## config.mk

```make
export PLATFORM = sky130hd
export DESIGN_NAME = acs_host_flat
export DESIGN_NICKNAME = d
export VERILOG_FILES = /design/src/verilog/acs_host_unused.sv /design/src/verilog/acs_pkg.sv /design/src/verilog/acs_link_if.sv /design/src/verilog/acs_host.sv /design/src/flat_wrapper.sv
export SDC_FILE = /design/constraint.sdc
export NUM_CORES = 1
export LEC_CHECK = 0
export ABC_AREA = 1
export BUFFER_PORTS_ARGS = -buffer_cell sky130_fd_sc_hd__buf_2
export CAP_MARGIN = 20
export CORE_UTILIZATION = 55
export CTS_CLUSTER_SIZE = 40
export DETAILED_ROUTE_END_ITERATION = 16
export PLACE_DENSITY = 0.85
export SKIP_LAST_GASP = 1
export SYNTH_ARGS = -nofsm -noshare
export SYNTH_HDL_FRONTEND = slang
export SYNTH_SLANG_ARGS = --single-unit
export TNS_END_PERCENT = 100
```

## constraint.sdc

```tcl
create_clock -name clk_i -period 2.9 [get_ports clk_i]
set_clock_uncertainty 0.2 [all_clocks]
set_input_delay 0.725 -clock clk_i [delete_from_list [all_inputs] [get_ports clk_i]]
set_output_delay 0.725 -clock clk_i [all_outputs]
set_load 0.05 [all_outputs]
```

## src/verilog/acs_host_unused.sv

```systemverilog
// Spare source slot for the controller; it holds no logic.
`timescale 1ns/1ps
`default_nettype none
`default_nettype wire

```

## src/verilog/acs_pkg.sv

```systemverilog
// Shared constants and types for the converter sequencer and its controller.
package acs_pkg;

  // ----------------------------------------------------------------
  // Widths
  // ----------------------------------------------------------------
  localparam int RESULT_W   = 12;
  localparam int CHAN_W     = 5;
  localparam int CAL_WORD_W = 8;
  localparam int CNT_W      = 12;
  localparam int STEP_W     = 4;
  localparam int SUM_W      = 22;

  // ----------------------------------------------------------------
  // Timing counts in converter clock cycles, last calibration step and averaging setup
  // ----------------------------------------------------------------
  localparam logic [CNT_W-1:0] CAL_CYCLES     = 12'd3840;
  localparam int               SAMPLE_CYCLES  = 4;
  localparam int               CONVERT_CYCLES = 12;
  localparam int               POSTCAL_CYCLES = 2;
  localparam logic [STEP_W-1:0] LAST_STEP     = 4'hc;
  localparam int               AVG_SAMPLES    = 1024;
  localparam int               AVG_SHIFT      = 10;

  // ----------------------------------------------------------------
  // Register map, byte offsets
  // ----------------------------------------------------------------
  localparam logic [7:0] REG_CTRL     = 8'h00;
  localparam logic [7:0] REG_STATUS   = 8'h04;
  localparam logic [7:0] REG_RESULT   = 8'h08;
  localparam logic [7:0] REG_AVERAGE  = 8'h0c;
  localparam logic [7:0] REG_IRQ_STAT = 8'h10;
  localparam logic [7:0] REG_IRQ_EN   = 8'h14;
  localparam logic [7:0] REG_IRQ_CLR  = 8'h18;

  // CTRL fields.
  localparam int CTRL_START = 0;
  localparam int CTRL_CRST  = 1;
  localparam int CTRL_AVG   = 2;
  localparam int CTRL_CHCFG = 3;
  localparam int CTRL_CH_LO = 8;
  localparam logic [31:0] CTRL_RESET = 32'h0000_0002;

  // STATUS fields.
  localparam int ST_CAL    = 0;
  localparam int ST_SAMPLE = 1;
  localparam int ST_BUSY   = 2;
  localparam int ST_VALID  = 3;
  localparam int ST_RUN    = 4;

  // Interrupt bits.
  localparam int IRQ_W       = 3;
  localparam int IRQ_DONE    = 0;
  localparam int IRQ_AVG     = 1;
  localparam int IRQ_REFUSED = 2;

  localparam logic [1:0] RESP_OKAY   = 2'b00;
  localparam logic [1:0] RESP_SLVERR = 2'b10;

  // ----------------------------------------------------------------
  // State encodings
  // ----------------------------------------------------------------
  typedef enum logic [4:0] {
    DS_CAL     = 5'b00001,
    DS_IDLE    = 5'b00010,
    DS_SAMPLE  = 5'b00100,
    DS_CONVERT = 5'b01000,
    DS_POSTCAL = 5'b10000
  } acs_dev_state_t;

  typedef enum logic [2:0] {
    HS_IDLE = 3'b001,
    HS_WBSY = 3'b010,
    HS_WEND = 3'b100
  } acs_host_state_t;

endpackage
```

## src/verilog/acs_link_if.sv

```systemverilog
// Link between the converter sequencer and the fabric controller.
`timescale 1ns/1ps
`default_nettype none

interface acs_link_if;
  logic                          converter_reset;
  logic                          conversion_start;
  logic [acs_pkg::CHAN_W-1:0]    channel_select;
  logic                          calibration_active;
  logic                          sampling_flag;
  logic                          busy;
  logic                          result_valid;
  logic [acs_pkg::RESULT_W-1:0]  conversion_value;

  modport dev (
    input  converter_reset, conversion_start, channel_select,
    output calibration_active, sampling_flag, busy, result_valid, conversion_value
  );

  modport host (
    output converter_reset, conversion_start, channel_select,
    input  calibration_active, sampling_flag, busy, result_valid, conversion_value
  );
endinterface

`default_nettype wire

```

## src/verilog/acs_host.sv

```systemverilog
// Fabric controller: AXI4-Lite registers, start issue, capture and averaging.
//
// Added by the designer: the AXI4-Lite slave port and the address map.
`timescale 1ns/1ps
`default_nettype none

module acs_host #(
  parameter int AVG_SAMPLES = acs_pkg::AVG_SAMPLES,
  parameter int AVG_SHIFT   = acs_pkg::AVG_SHIFT
) (
  input  wire logic         clk_i,
  input  wire logic         sys_rst_i,
  acs_link_if.host          link,
  input  wire logic [7:0]   s_axi_awaddr,
  input  wire logic         s_axi_awvalid,
  output logic              s_axi_awready,
  input  wire logic [31:0]  s_axi_wdata,
  input  wire logic [3:0]   s_axi_wstrb,
  input  wire logic         s_axi_wvalid,
  output logic              s_axi_wready,
  output logic [1:0]        s_axi_bresp,
  output logic              s_axi_bvalid,
  input  wire logic         s_axi_bready,
  input  wire logic [7:0]   s_axi_araddr,
  input  wire logic         s_axi_arvalid,
  output logic              s_axi_arready,
  output logic [31:0]       s_axi_rdata,
  output logic [1:0]        s_axi_rresp,
  output logic              s_axi_rvalid,
  input  wire logic         s_axi_rready,
  output logic              irq_o
);

  localparam int RW = acs_pkg::RESULT_W;
  localparam int IW = acs_pkg::IRQ_W;

  // ----------------------------------------------------------------
  // AXI4-Lite write path
  // ----------------------------------------------------------------
  logic [7:0]  awaddr_r;
  logic        aw_have_r;
  logic [31:0] wdata_r;
  logic        w_have_r;
  logic        bvalid_r;
  logic [1:0]  bresp_r;
  logic        rvalid_r;
  logic [31:0] rdata_r;
  logic [1:0]  rresp_r;

  wire aw_take  = s_axi_awvalid & ~aw_have_r & ~bvalid_r;
  wire w_take   = s_axi_wvalid & ~w_have_r & ~bvalid_r;
  wire wr_fire  = aw_have_r & w_have_r & ~bvalid_r;
  wire wr_ctrl  = wr_fire & (awaddr_r == acs_pkg::REG_CTRL);
  wire wr_en    = wr_fire & (awaddr_r == acs_pkg::REG_IRQ_EN);
  wire wr_clr   = wr_fire & (awaddr_r == acs_pkg::REG_IRQ_CLR);
  wire wr_ok    = wr_ctrl | wr_en | wr_clr;
  wire ar_take  = s_axi_arvalid & ~rvalid_r;

  always_ff @(posedge clk_i)
  begin
    if (sys_rst_i)
    begin
      aw_have_r <= 1'b0;
      w_have_r  <= 1'b0;
      awaddr_r  <= '0;
      wdata_r   <= '0;
      bvalid_r  <= 1'b0;
      bresp_r   <= acs_pkg::RESP_OKAY;
    end
    else
    begin
      if (aw_take)
      begin
        aw_have_r <= 1'b1;
        awaddr_r  <= s_axi_awaddr;
      end
      if (w_take)
      begin
        w_have_r <= 1'b1;
        wdata_r  <= s_axi_wdata;
      end
      if (wr_fire)
      begin
        aw_have_r <= 1'b0;
        w_have_r  <= 1'b0;
        bvalid_r  <= 1'b1;
        bresp_r   <= wr_ok ? acs_pkg::RESP_OKAY : acs_pkg::RESP_SLVERR;
      end
      else if (bvalid_r & s_axi_bready)
      begin
        bvalid_r <= 1'b0;
      end
    end
  end

  // ----------------------------------------------------------------
  // Control registers and link sequencing
  // ----------------------------------------------------------------
  acs_pkg::acs_host_state_t hs_r;
  logic [31:0]       ctrl_r;
  logic              start_req_r;
  logic              start_r;
  logic [RW-1:0]     result_r;
  logic [RW-1:0]     avg_r;
  logic [acs_pkg::SUM_W-1:0] sum_r;
  logic [AVG_SHIFT:0] avg_cnt_r;
  logic              valid_d_r;
  logic [IW-1:0]     irq_stat_r;
  logic [IW-1:0]     irq_en_r;
  logic              irq_r;
  logic [IW-1:0]     irq_evt;

  // Software may write start only when the channel is marked configured.
  wire start_wr  = wr_ctrl & wdata_r[acs_pkg::CTRL_START] & wdata_r[acs_pkg::CTRL_CHCFG];
  wire refused   = wr_ctrl & wdata_r[acs_pkg::CTRL_START] & ~wdata_r[acs_pkg::CTRL_CHCFG];
  wire can_start = ~link.calibration_active & ~link.busy & ~ctrl_r[acs_pkg::CTRL_CRST];
  wire issue     = (hs_r == acs_pkg::HS_IDLE) & start_req_r & can_start;
  wire done_evt  = link.result_valid & ~valid_d_r & (hs_r == acs_pkg::HS_WEND);
  wire avg_mode  = ctrl_r[acs_pkg::CTRL_AVG];
  wire avg_last  = done_evt & avg_mode & (avg_cnt_r == (AVG_SHIFT+1)'(AVG_SAMPLES - 1));
  wire [acs_pkg::SUM_W-1:0] sum_add = sum_r + acs_pkg::SUM_W'(link.conversion_value);

  assign irq_evt = {refused, avg_last, done_evt};

  always_ff @(posedge clk_i)
  begin
    if (sys_rst_i)
    begin
      ctrl_r      <= acs_pkg::CTRL_RESET;
      start_req_r <= 1'b0;
      start_r     <= 1'b0;
      hs_r        <= acs_pkg::HS_IDLE;
      valid_d_r   <= 1'b0;
    end
    else
    begin
      valid_d_r <= link.result_valid;
      start_r   <= issue;
      if (wr_ctrl)
      begin
        ctrl_r <= wdata_r & 32'h0000_1f0e;
      end
      if (start_wr)
      begin
        start_req_r <= 1'b1;
      end
      else if (issue)
      begin
        start_req_r <= 1'b0;
      end
      unique case (hs_r)
        acs_pkg::HS_IDLE: if (issue) hs_r <= acs_pkg::HS_WBSY;
        acs_pkg::HS_WBSY: if (link.busy) hs_r <= acs_pkg::HS_WEND;
        acs_pkg::HS_WEND:
          if (done_evt)
          begin
            hs_r <= acs_pkg::HS_IDLE;
            // Averaging keeps the converter running without software help.
            if (avg_mode & ~avg_last)
            begin
              start_req_r <= 1'b1;
            end
          end
        default:          hs_r <= acs_pkg::HS_IDLE;
      endcase
    end
  end

  // ----------------------------------------------------------------
  // Capture, averaging and interrupts
  // ----------------------------------------------------------------
  always_ff @(posedge clk_i)
  begin
    if (sys_rst_i)
    begin
      result_r   <= '0;
      avg_r      <= '0;
      sum_r      <= '0;
      avg_cnt_r  <= '0;
      irq_stat_r <= '0;
      irq_en_r   <= '0;
      irq_r      <= 1'b0;
    end
    else
    begin
      if (done_evt)
      begin
        result_r <= link.conversion_value;
        if (avg_mode)
        begin
          sum_r     <= avg_last ? '0 : sum_add;
          avg_cnt_r <= avg_last ? '0 : avg_cnt_r + 1'b1;
        end
      end
      if (avg_last)
      begin
        avg_r <= RW'(sum_add >> AVG_SHIFT);
      end
      if (wr_en)
      begin
        irq_en_r <= wdata_r[IW-1:0];
      end
      // A new event beats a clear written in the same cycle.
      irq_stat_r <= (irq_stat_r & ~(wr_clr ? wdata_r[IW-1:0] : '0)) | irq_evt;
      irq_r      <= |(irq_stat_r & irq_en_r);
    end
  end

  // ----------------------------------------------------------------
  // AXI4-Lite read path
  // ----------------------------------------------------------------
  wire [31:0] status_w = {27'h0, hs_r != acs_pkg::HS_IDLE, link.result_valid,
                          link.busy, link.sampling_flag, link.calibration_active};
  logic [31:0] rd_mux;
  logic        rd_ok;

  always_comb
  begin
    rd_ok  = 1'b1;
    rd_mux = '0;
    unique case (s_axi_araddr)
      acs_pkg::REG_CTRL:     rd_mux = ctrl_r | {31'h0, start_req_r};
      acs_pkg::REG_STATUS:   rd_mux = status_w;
      acs_pkg::REG_RESULT:   rd_mux = {20'h0, result_r};
      acs_pkg::REG_AVERAGE:  rd_mux = {20'h0, avg_r};
      acs_pkg::REG_IRQ_STAT: rd_mux = {29'h0, irq_stat_r};
      acs_pkg::REG_IRQ_EN:   rd_mux = {29'h0, irq_en_r};
      acs_pkg::REG_IRQ_CLR:  rd_mux = '0;
      default:               rd_ok  = 1'b0;
    endcase
  end

  always_ff @(posedge clk_i)
  begin
    if (sys_rst_i)
    begin
      rvalid_r <= 1'b0;
      rdata_r  <= '0;
      rresp_r  <= acs_pkg::RESP_OKAY;
    end
    else if (ar_take)
    begin
      rvalid_r <= 1'b1;
      rdata_r  <= rd_mux;
      rresp_r  <= rd_ok ? acs_pkg::RESP_OKAY : acs_pkg::RESP_SLVERR;
    end
    else if (rvalid_r & s_axi_rready)
    begin
      rvalid_r <= 1'b0;
    end
  end

  assign s_axi_awready         = ~aw_have_r & ~bvalid_r;
  assign s_axi_wready          = ~w_have_r & ~bvalid_r;
  assign s_axi_bvalid          = bvalid_r;
  assign s_axi_bresp           = bresp_r;
  assign s_axi_arready         = ~rvalid_r;
  assign s_axi_rvalid          = rvalid_r;
  assign s_axi_rdata           = rdata_r;
  assign s_axi_rresp           = rresp_r;
  assign irq_o                 = irq_r;
  assign link.conversion_start = start_r;
  assign link.converter_reset  = ctrl_r[acs_pkg::CTRL_CRST];
  assign link.channel_select   = ctrl_r[acs_pkg::CTRL_CH_LO +: acs_pkg::CHAN_W];

endmodule

`default_nettype wire

```

## src/flat_wrapper.sv

```systemverilog
// flat-port wrapper written by rule: the top's interface ports become plain ports
module acs_host_flat 
#(
  parameter int AVG_SAMPLES = acs_pkg::AVG_SAMPLES,
  parameter int AVG_SHIFT   = acs_pkg::AVG_SHIFT
)
  (clk_i, sys_rst_i, s_axi_awaddr, s_axi_awvalid, s_axi_awready, s_axi_wdata, s_axi_wstrb, s_axi_wvalid, s_axi_wready, s_axi_bresp, s_axi_bvalid, s_axi_bready, s_axi_araddr, s_axi_arvalid, s_axi_arready, s_axi_rdata, s_axi_rresp, s_axi_rvalid, s_axi_rready, irq_o, link_converter_reset, link_conversion_start, link_channel_select, link_calibration_active, link_sampling_flag, link_busy, link_result_valid, link_conversion_value);
  acs_link_if link_i ();
  input  wire logic clk_i;
  input  wire logic sys_rst_i;
  input  wire logic [7:0] s_axi_awaddr;
  input  wire logic s_axi_awvalid;
  output logic s_axi_awready;
  input  wire logic [31:0] s_axi_wdata;
  input  wire logic [3:0] s_axi_wstrb;
  input  wire logic s_axi_wvalid;
  output logic s_axi_wready;
  output logic [1:0] s_axi_bresp;
  output logic s_axi_bvalid;
  input  wire logic s_axi_bready;
  input  wire logic [7:0] s_axi_araddr;
  input  wire logic s_axi_arvalid;
  output logic s_axi_arready;
  output logic [31:0] s_axi_rdata;
  output logic [1:0] s_axi_rresp;
  output logic s_axi_rvalid;
  input  wire logic s_axi_rready;
  output logic irq_o;
  output wire logic [$bits(link_i.converter_reset)-1:0] link_converter_reset;
  output wire logic [$bits(link_i.conversion_start)-1:0] link_conversion_start;
  output wire logic [$bits(link_i.channel_select)-1:0] link_channel_select;
  input wire logic [$bits(link_i.calibration_active)-1:0] link_calibration_active;
  input wire logic [$bits(link_i.sampling_flag)-1:0] link_sampling_flag;
  input wire logic [$bits(link_i.busy)-1:0] link_busy;
  input wire logic [$bits(link_i.result_valid)-1:0] link_result_valid;
  input wire logic [$bits(link_i.conversion_value)-1:0] link_conversion_value;
  assign link_converter_reset = link_i.converter_reset;
  assign link_conversion_start = link_i.conversion_start;
  assign link_channel_select = link_i.channel_select;
  assign link_i.calibration_active = link_calibration_active;
  assign link_i.sampling_flag = link_sampling_flag;
  assign link_i.busy = link_busy;
  assign link_i.result_valid = link_result_valid;
  assign link_i.conversion_value = link_conversion_value;
  acs_host #(.AVG_SAMPLES(AVG_SAMPLES), .AVG_SHIFT(AVG_SHIFT)) u_core (.clk_i(clk_i), .sys_rst_i(sys_rst_i), .link(link_i), .s_axi_awaddr(s_axi_awaddr), .s_axi_awvalid(s_axi_awvalid), .s_axi_awready(s_axi_awready), .s_axi_wdata(s_axi_wdata), .s_axi_wstrb(s_axi_wstrb), .s_axi_wvalid(s_axi_wvalid), .s_axi_wready(s_axi_wready), .s_axi_bresp(s_axi_bresp), .s_axi_bvalid(s_axi_bvalid), .s_axi_bready(s_axi_bready), .s_axi_araddr(s_axi_araddr), .s_axi_arvalid(s_axi_arvalid), .s_axi_arready(s_axi_arready), .s_axi_rdata(s_axi_rdata), .s_axi_rresp(s_axi_rresp), .s_axi_rvalid(s_axi_rvalid), .s_axi_rready(s_axi_rready), .irq_o(irq_o));
endmodule
```

# Word level (Yosys, flattened, before mapping)
# Index checks and enable logic that the tools add are counted.
[word_totals] register_bits=139 latchBits=0 ram_bits=0 mem_bits_ro=0 input_bits=75 elab_cells=111 memories=0
[op_classes] add_sub_neg=2 n_mul=0 div=0 n_lt_le_gt_ge=0 eq_ne=16 shifts=0 mux=20 bitwise=43 n_reduce_logical=9
[ops] operator="one-hot mux 32 bit (6 select lines)" count=1
[ops] operator="== test 8 x 5 -> 1 bit (second input constant)" count=5
[ops] operator="AND 1 bit" count=26
[ops] operator="adder 22 x 12 -> 22 bit" count=1
[ops] operator="2-to-1 mux 22 bit" count=1
[ops] operator="== test 8 x 4 -> 1 bit (second input constant)" count=2
[ops] operator="logical NOT 8 bit" count=2
[ops] operator="bitwise OR 13 x 1 -> 13 bit" count=1
[ops] operator="2-to-1 mux 3 bit" count=4
[ops] operator="adder 11 x 1 -> 11 bit (second input constant)" count=1
[ops] operator="== test 11 x 10 -> 1 bit (second input constant)" count=1
[ops] operator="2-to-1 mux 11 bit" count=1
[ops] operator="2-to-1 mux 1 bit" count=10
[ops] operator="NOT 1 bit" count=10
[ops] operator="one-hot mux 3 bit (3 select lines)" count=1
[ops] operator="== test 8 x 3 -> 1 bit (second input constant)" count=1
[ops] operator="OR reduction 7 bit" count=1
[ops] operator="AND 3 bit" count=2
[ops] operator="2-to-1 mux 2 bit" count=2
[ops] operator="inequality test 2 x 1 -> 1 bit (second input constant)" count=2
[ops] operator="nonzero test 2 bit" count=2
[ops] operator="== test 3 x 1 -> 1 bit (second input constant)" count=1
[ops] operator="== test 3 x 2 -> 1 bit (second input constant)" count=1
[ops] operator="== test 3 bit (second input constant)" count=1
[ops] operator="other kinds (9)" count=10

# Logic depth before layout (Yosys ltp)
[depth] depth_word=10 mapped_depth=13 mapped_depth_nobuf=13

# Worst setup path before layout
# No wires, ideal clock.
[synth_path] path_kind="input -> register" startpoint="input link_conversion_value[0]" endpoint="register u_core.sum_r[8] in the netlist's numbering" setup_ns=0.113 t_arrival_ns=2.083 required_ns=2.587 setup_slack_ns=0.504 cell_stages=9 n_path_buf=0 cell_sequence="ha_1 -> fa_1 -> nand3_1 -> nand3_1 -> nand2_1 -> nand2_1 -> or2_2 -> nand3_1 -> nand2_1"
[synth_via] elab_chain_cells=2
[synth_rtl] item="start, declared" line_no="flat_wrapper.sv:36" rtl="input wire logic [$bits(link_i.conversion_value)-1:0] link_conversion_value;"
[synth_rtl] item="adder 22 x 12 -> 22 bit" line_no="acs_host.sv:121" rtl="wire [acs_pkg::SUM_W-1:0] sum_add = sum_r + acs_pkg::SUM_W'(link.conversion_value);"
[synth_rtl] item="2-to-1 mux 22 bit" line_no="acs_host.sv:191" rtl="sum_r <= avg_last ? '0 : sum_add;"
[synth_rtl] item="end signal, assigned" line_no="acs_host.sv:191"
[synth_rtl] item="end, declared" line_no="acs_host.sv:105" rtl="logic [acs_pkg::SUM_W-1:0] sum_r;"
# No other way between the ends.
# A chain may end at the register's enable or synchronous reset.

# Worst setup path in the final report
[layout_path] startpoint="register u_core.bvalid_r, in the netlist u_core.s_axi_bvalid" endpoint="output s_axi_wready"
[layout_via] elab_chain_cells=2
[layout_rtl] item="start, declared" line_no="acs_host.sv:44" rtl="logic bvalid_r;"
[layout_rtl] item="start signal, assigned" line_no="acs_host.sv:67" rtl="bvalid_r <= 1'b0;"
[layout_rtl] item="start signal, assigned" line_no="acs_host.sv:86" rtl="bvalid_r <= 1'b1;"
[layout_rtl] item="start signal, assigned" line_no="acs_host.sv:91" rtl="bvalid_r <= 1'b0;"
[layout_rtl] item="NOT 1 bit" line_no="acs_host.sv:254" rtl="assign s_axi_wready = ~w_have_r & ~bvalid_r;"
[layout_rtl] item="AND 1 bit" line_no="acs_host.sv:254"
[layout_rtl] item="end, declared" line_no="flat_wrapper.sv:17" rtl="output logic s_axi_wready;"
# No other way between the ends.

==> results by group <==
Synthesis
  – Number of enable flip-flop cells after synthesis: 0
  – Yosys top cell by area: dfxtp_1
  – Ys flop type: dfxtp_1
  – Synthesized flop and latch total: 114
  – Warning count from the yosys run: 0
  – Post-Syn Instances: 909
  – Area share of the leading cell type in the synthesized netlist: 0.3797
  – Netlist Area Pre-Place: 6011 um^2
  – Sequential element share of the synthesized area: 0.3797
  – Post-synth cell types: 44
  – Async SR Flop Fraction: 0
  – Mean cell area of the mapped netlist: 6.613 um^2
  – Largest cells by area after synthesis: dfxtp_1 38%, nand2_1 16%, nor2_1 7.8%
  – Commonest cells in the netlist: 257 x nand2_1, 125 x nor2_1, 114 x dfxtp_1
  – Most common cell in the netlist: nand2_1

Timing
  – Worst-margin pin slew: ~0.56 ns
  – Tightest slew margin relative to the limit: 0.6285
  – Total count of max-transition violations in the final report: 0
  – Post-route fraction of the period consumed by the critical path: 0.7609
  – Top achievable clock speed: 453.2 MHz
  – Fin Setup TNS: 0 ns
  – Final setup violating endpoints: 0
  – Unrepaired setup endpoints after global routing: false
  – Post-layout minimum cycle time: between 2 and 2.5 ns
  – Hold Violations, Final: 0

Clock tree
  – Number of buffers inserted to repair setup after CTS: 0
  – CTS root buf: clkbuf_8
  – Number of gates resized after CTS: 0
  – Max H-tree Level: 4
  – Number of clock buffers inserted by TritonCTS: 17
  – Cts hold-fix bufs: 0
  – Clock Sink Count: about 110
  – CTS tree: done
  – Clk slew on worst S/H paths: 0.06 ns
  – Clk_lat worst skew: roughly 0.52 ns
  – Maximum root-to-sink buffer count: 2

Place
  – Half-perimeter wire length after placement: between 10000 and 15000 um
  – Buffers added on ports: 75
  – Gpl congestion: 0.9561

Pwr
  – PD cells: 572.9 nW/um^2
  – Leakage Power: 3.345 nW
  – Worst-case vdd ir drop: 430.7 uV

GRT
  – Global route overflow: 0
  – Wire length of the first global-routing pass: 24720 um
  – Number of antenna violations at the first check in global routing: 0
  – Vias in the first global route: around 5400
  – Maximum number of pins on one net before global-route repair: roughly 60
  – Total Routing Usage GR: 0.2786

Layout
  – Final-stage net count: ~1100
  – Share of cells above drive strength 1: 0.1400
  – Area added between synthesis and finish: 15.99%
  – FF/Latch Area: 2282 um^2
  – Final core utilization: 0.6663
  – Antenna cell count: 0
  – Area used by multi-input combinational logic: 3097 um^2
  – Number of fillers in the final layout: slightly below 900

Worst setup path
  – Element type at the critical path start: flop
  – Type of destination of the critical path: output pin
  – Data arrival at the endpoint of the critical path: roughly 1.3 ns
  – Critical path start-end classification: flop to output pin
  – Req. time, crit path: slightly below 2 ns
  – Register-to-register setup slack: 0.80 ns
  – Peak fanout along the critical path: 5

Worst hold path
  – Hold Path Class: flop to flop

Run
  – Max Cap Viol: 0

Routing
  – Final routed DRC violation total: 0
  – Length of the first detailed-routing pass in iterations: 5
  – Routed wirelength normalized by instance count: 13.48 um
  – Antenna violation net count after detailed routing: 0
  – Final routed wirelength across all metal layers: 15220 um
  – Routed vias: between 5000 and 6000
  – DR vias/cell: 5.282
  – Starting DRC count in detailed routing: 426

Status
  – Status: complete, no violations

Floorplan
  – Core area: around 10000 um^2
  – Initial core utilization: 0.5745
  – Chip width: 106.5 um
  – Number of standard-cell rows in the floorplan: 37
  – Number of placed I/O pins: 124
  – Height of the die: 106.5 um
  – Die area: 11350 um^2
==> registers in the layout (all words and copies together) (netlist names), 3 cells and up <==
register / count
u_core.ctrl_r: 8
u_core.sum_r: 22
u_core.wdata_r: 9
u_core.awaddr_r: 8
u_core.avg_cnt_r: 11
u_core.avg_r: 12
u_core.irq_stat_r: 3
u_core.s_axi_rdata: 13
u_core.result_r: 12
u_core.hs_r: 3
u_core.irq_en_r: 3
==> per-layer routing <==
| metal | vias up | GRT usage | share of wire |
|---|---|---|---|
| met5 | - | 0 | 0 |
| met4 | 0 | 0.1174 | 0.025 |
| met3 | 36 | 0.07051 | 0.068 |
| met2 | 228 | 0.4745 | 0.47 |
| met1 | 2712 | 0.3319 | 0.43 |
| li1 | 2987 | - | - |
==> cell type report <==
class                   instances  share of cell area
clock inverters                10             0.01956
flip-flops and latches        114              0.3274
repair buffers                 85             0.06640
well taps                     136             0.02441
inverters                     103             0.05564
multi-input cells             661              0.4442
clock buffers                  20             0.06246
==> cells by family after synthesis <==
kind of cell	Yosys count	share of synthesized area
buffers and inverters	154	0.1176
XOR/XNOR	8	0.01166
flip-flops	114	0.3797
AND/OR/NAND/NOR	487	0.3430
adder cells (fa/ha/maj)	14	0.03039
AO/OA/AOI/OAI	131	0.1170
other	1	0.0006239
==> power breakdown <==
| part | internal, W | switching [W] |
|---|---|---|
| Combinational | 0.0000838 | 0.000258 |
| Sequential | 0.00160 | 0.0000206 |
| Clock | 0.00132 | 0.000711 |
| Total | 0.00300 | 0.000990 |
==> worst max-delay path: stages, from the launching register on <==
cell	delay (ns)
dfxtp_1	0.34
nor2_1	0.14
buf_2	0.28
==> stage by stage <==
stage	power, W	worst slack [ns]	std cells	area (um^2)	hold WS, ns
2_1_floorplan	0.001927	0.5040	929	6086	0.2173
5_1_grt	0.004114	0.5948	1129	6972	0.2731
4_1_cts	0.004009	0.6863	1129	6972	0.2387
6_report	0.003994	0.6934	1129	6972	0.2376
3_3_place_gp	0.001988	0.2896	1099	6400	0.2288
3_5_place_dp	0.001995	0.2651	1099	6400	0.2298
==> path summary, 6_finish.rpt <==
| path | from | cells past startpoint | to |
|---|---|---|---|
| worst max-delay path | u_core.s_axi_bvalid$_SDFFE_PP0P_ | 2 | s_axi_wready |
| worst min-delay path | u_core.avg_cnt_r[10]$_SDFFE_PP0P_ | 2 | u_core.avg_cnt_r[10]$_SDFFE_PP0P_ |
| worst max register to register | u_core.sum_r[0]$_SDFFE_PP0P_ | 12 | u_core.avg_r[2]$_SDFFE_PP0N_ |
| worst min register to register | u_core.avg_cnt_r[10]$_SDFFE_PP0P_ | 2 | u_core.avg_cnt_r[10]$_SDFFE_PP0P_ |
==> cell usage in the layout (no fill, tap or decap), types with 7 or more instances in the layout <==
| master | instances |
|---|---|
| a21oi_1 | 49 |
| buf_2 | 75 |
| buf_4 | 9 |
| clkbuf_16 | 16 |
| conb_1 | 21 |
| dfxtp_1 | 114 |
| ha_1 | 13 |
| inv_1 | 100 |
| nand2_1 | 257 |
| nand3_1 | 59 |
| nand4_1 | 10 |
| nor2_1 | 125 |
| nor3_1 | 13 |
| o21ai_0 | 61 |
| xor2_1 | 7 |
Note: power is estimated with default switching activity, not from simulation.
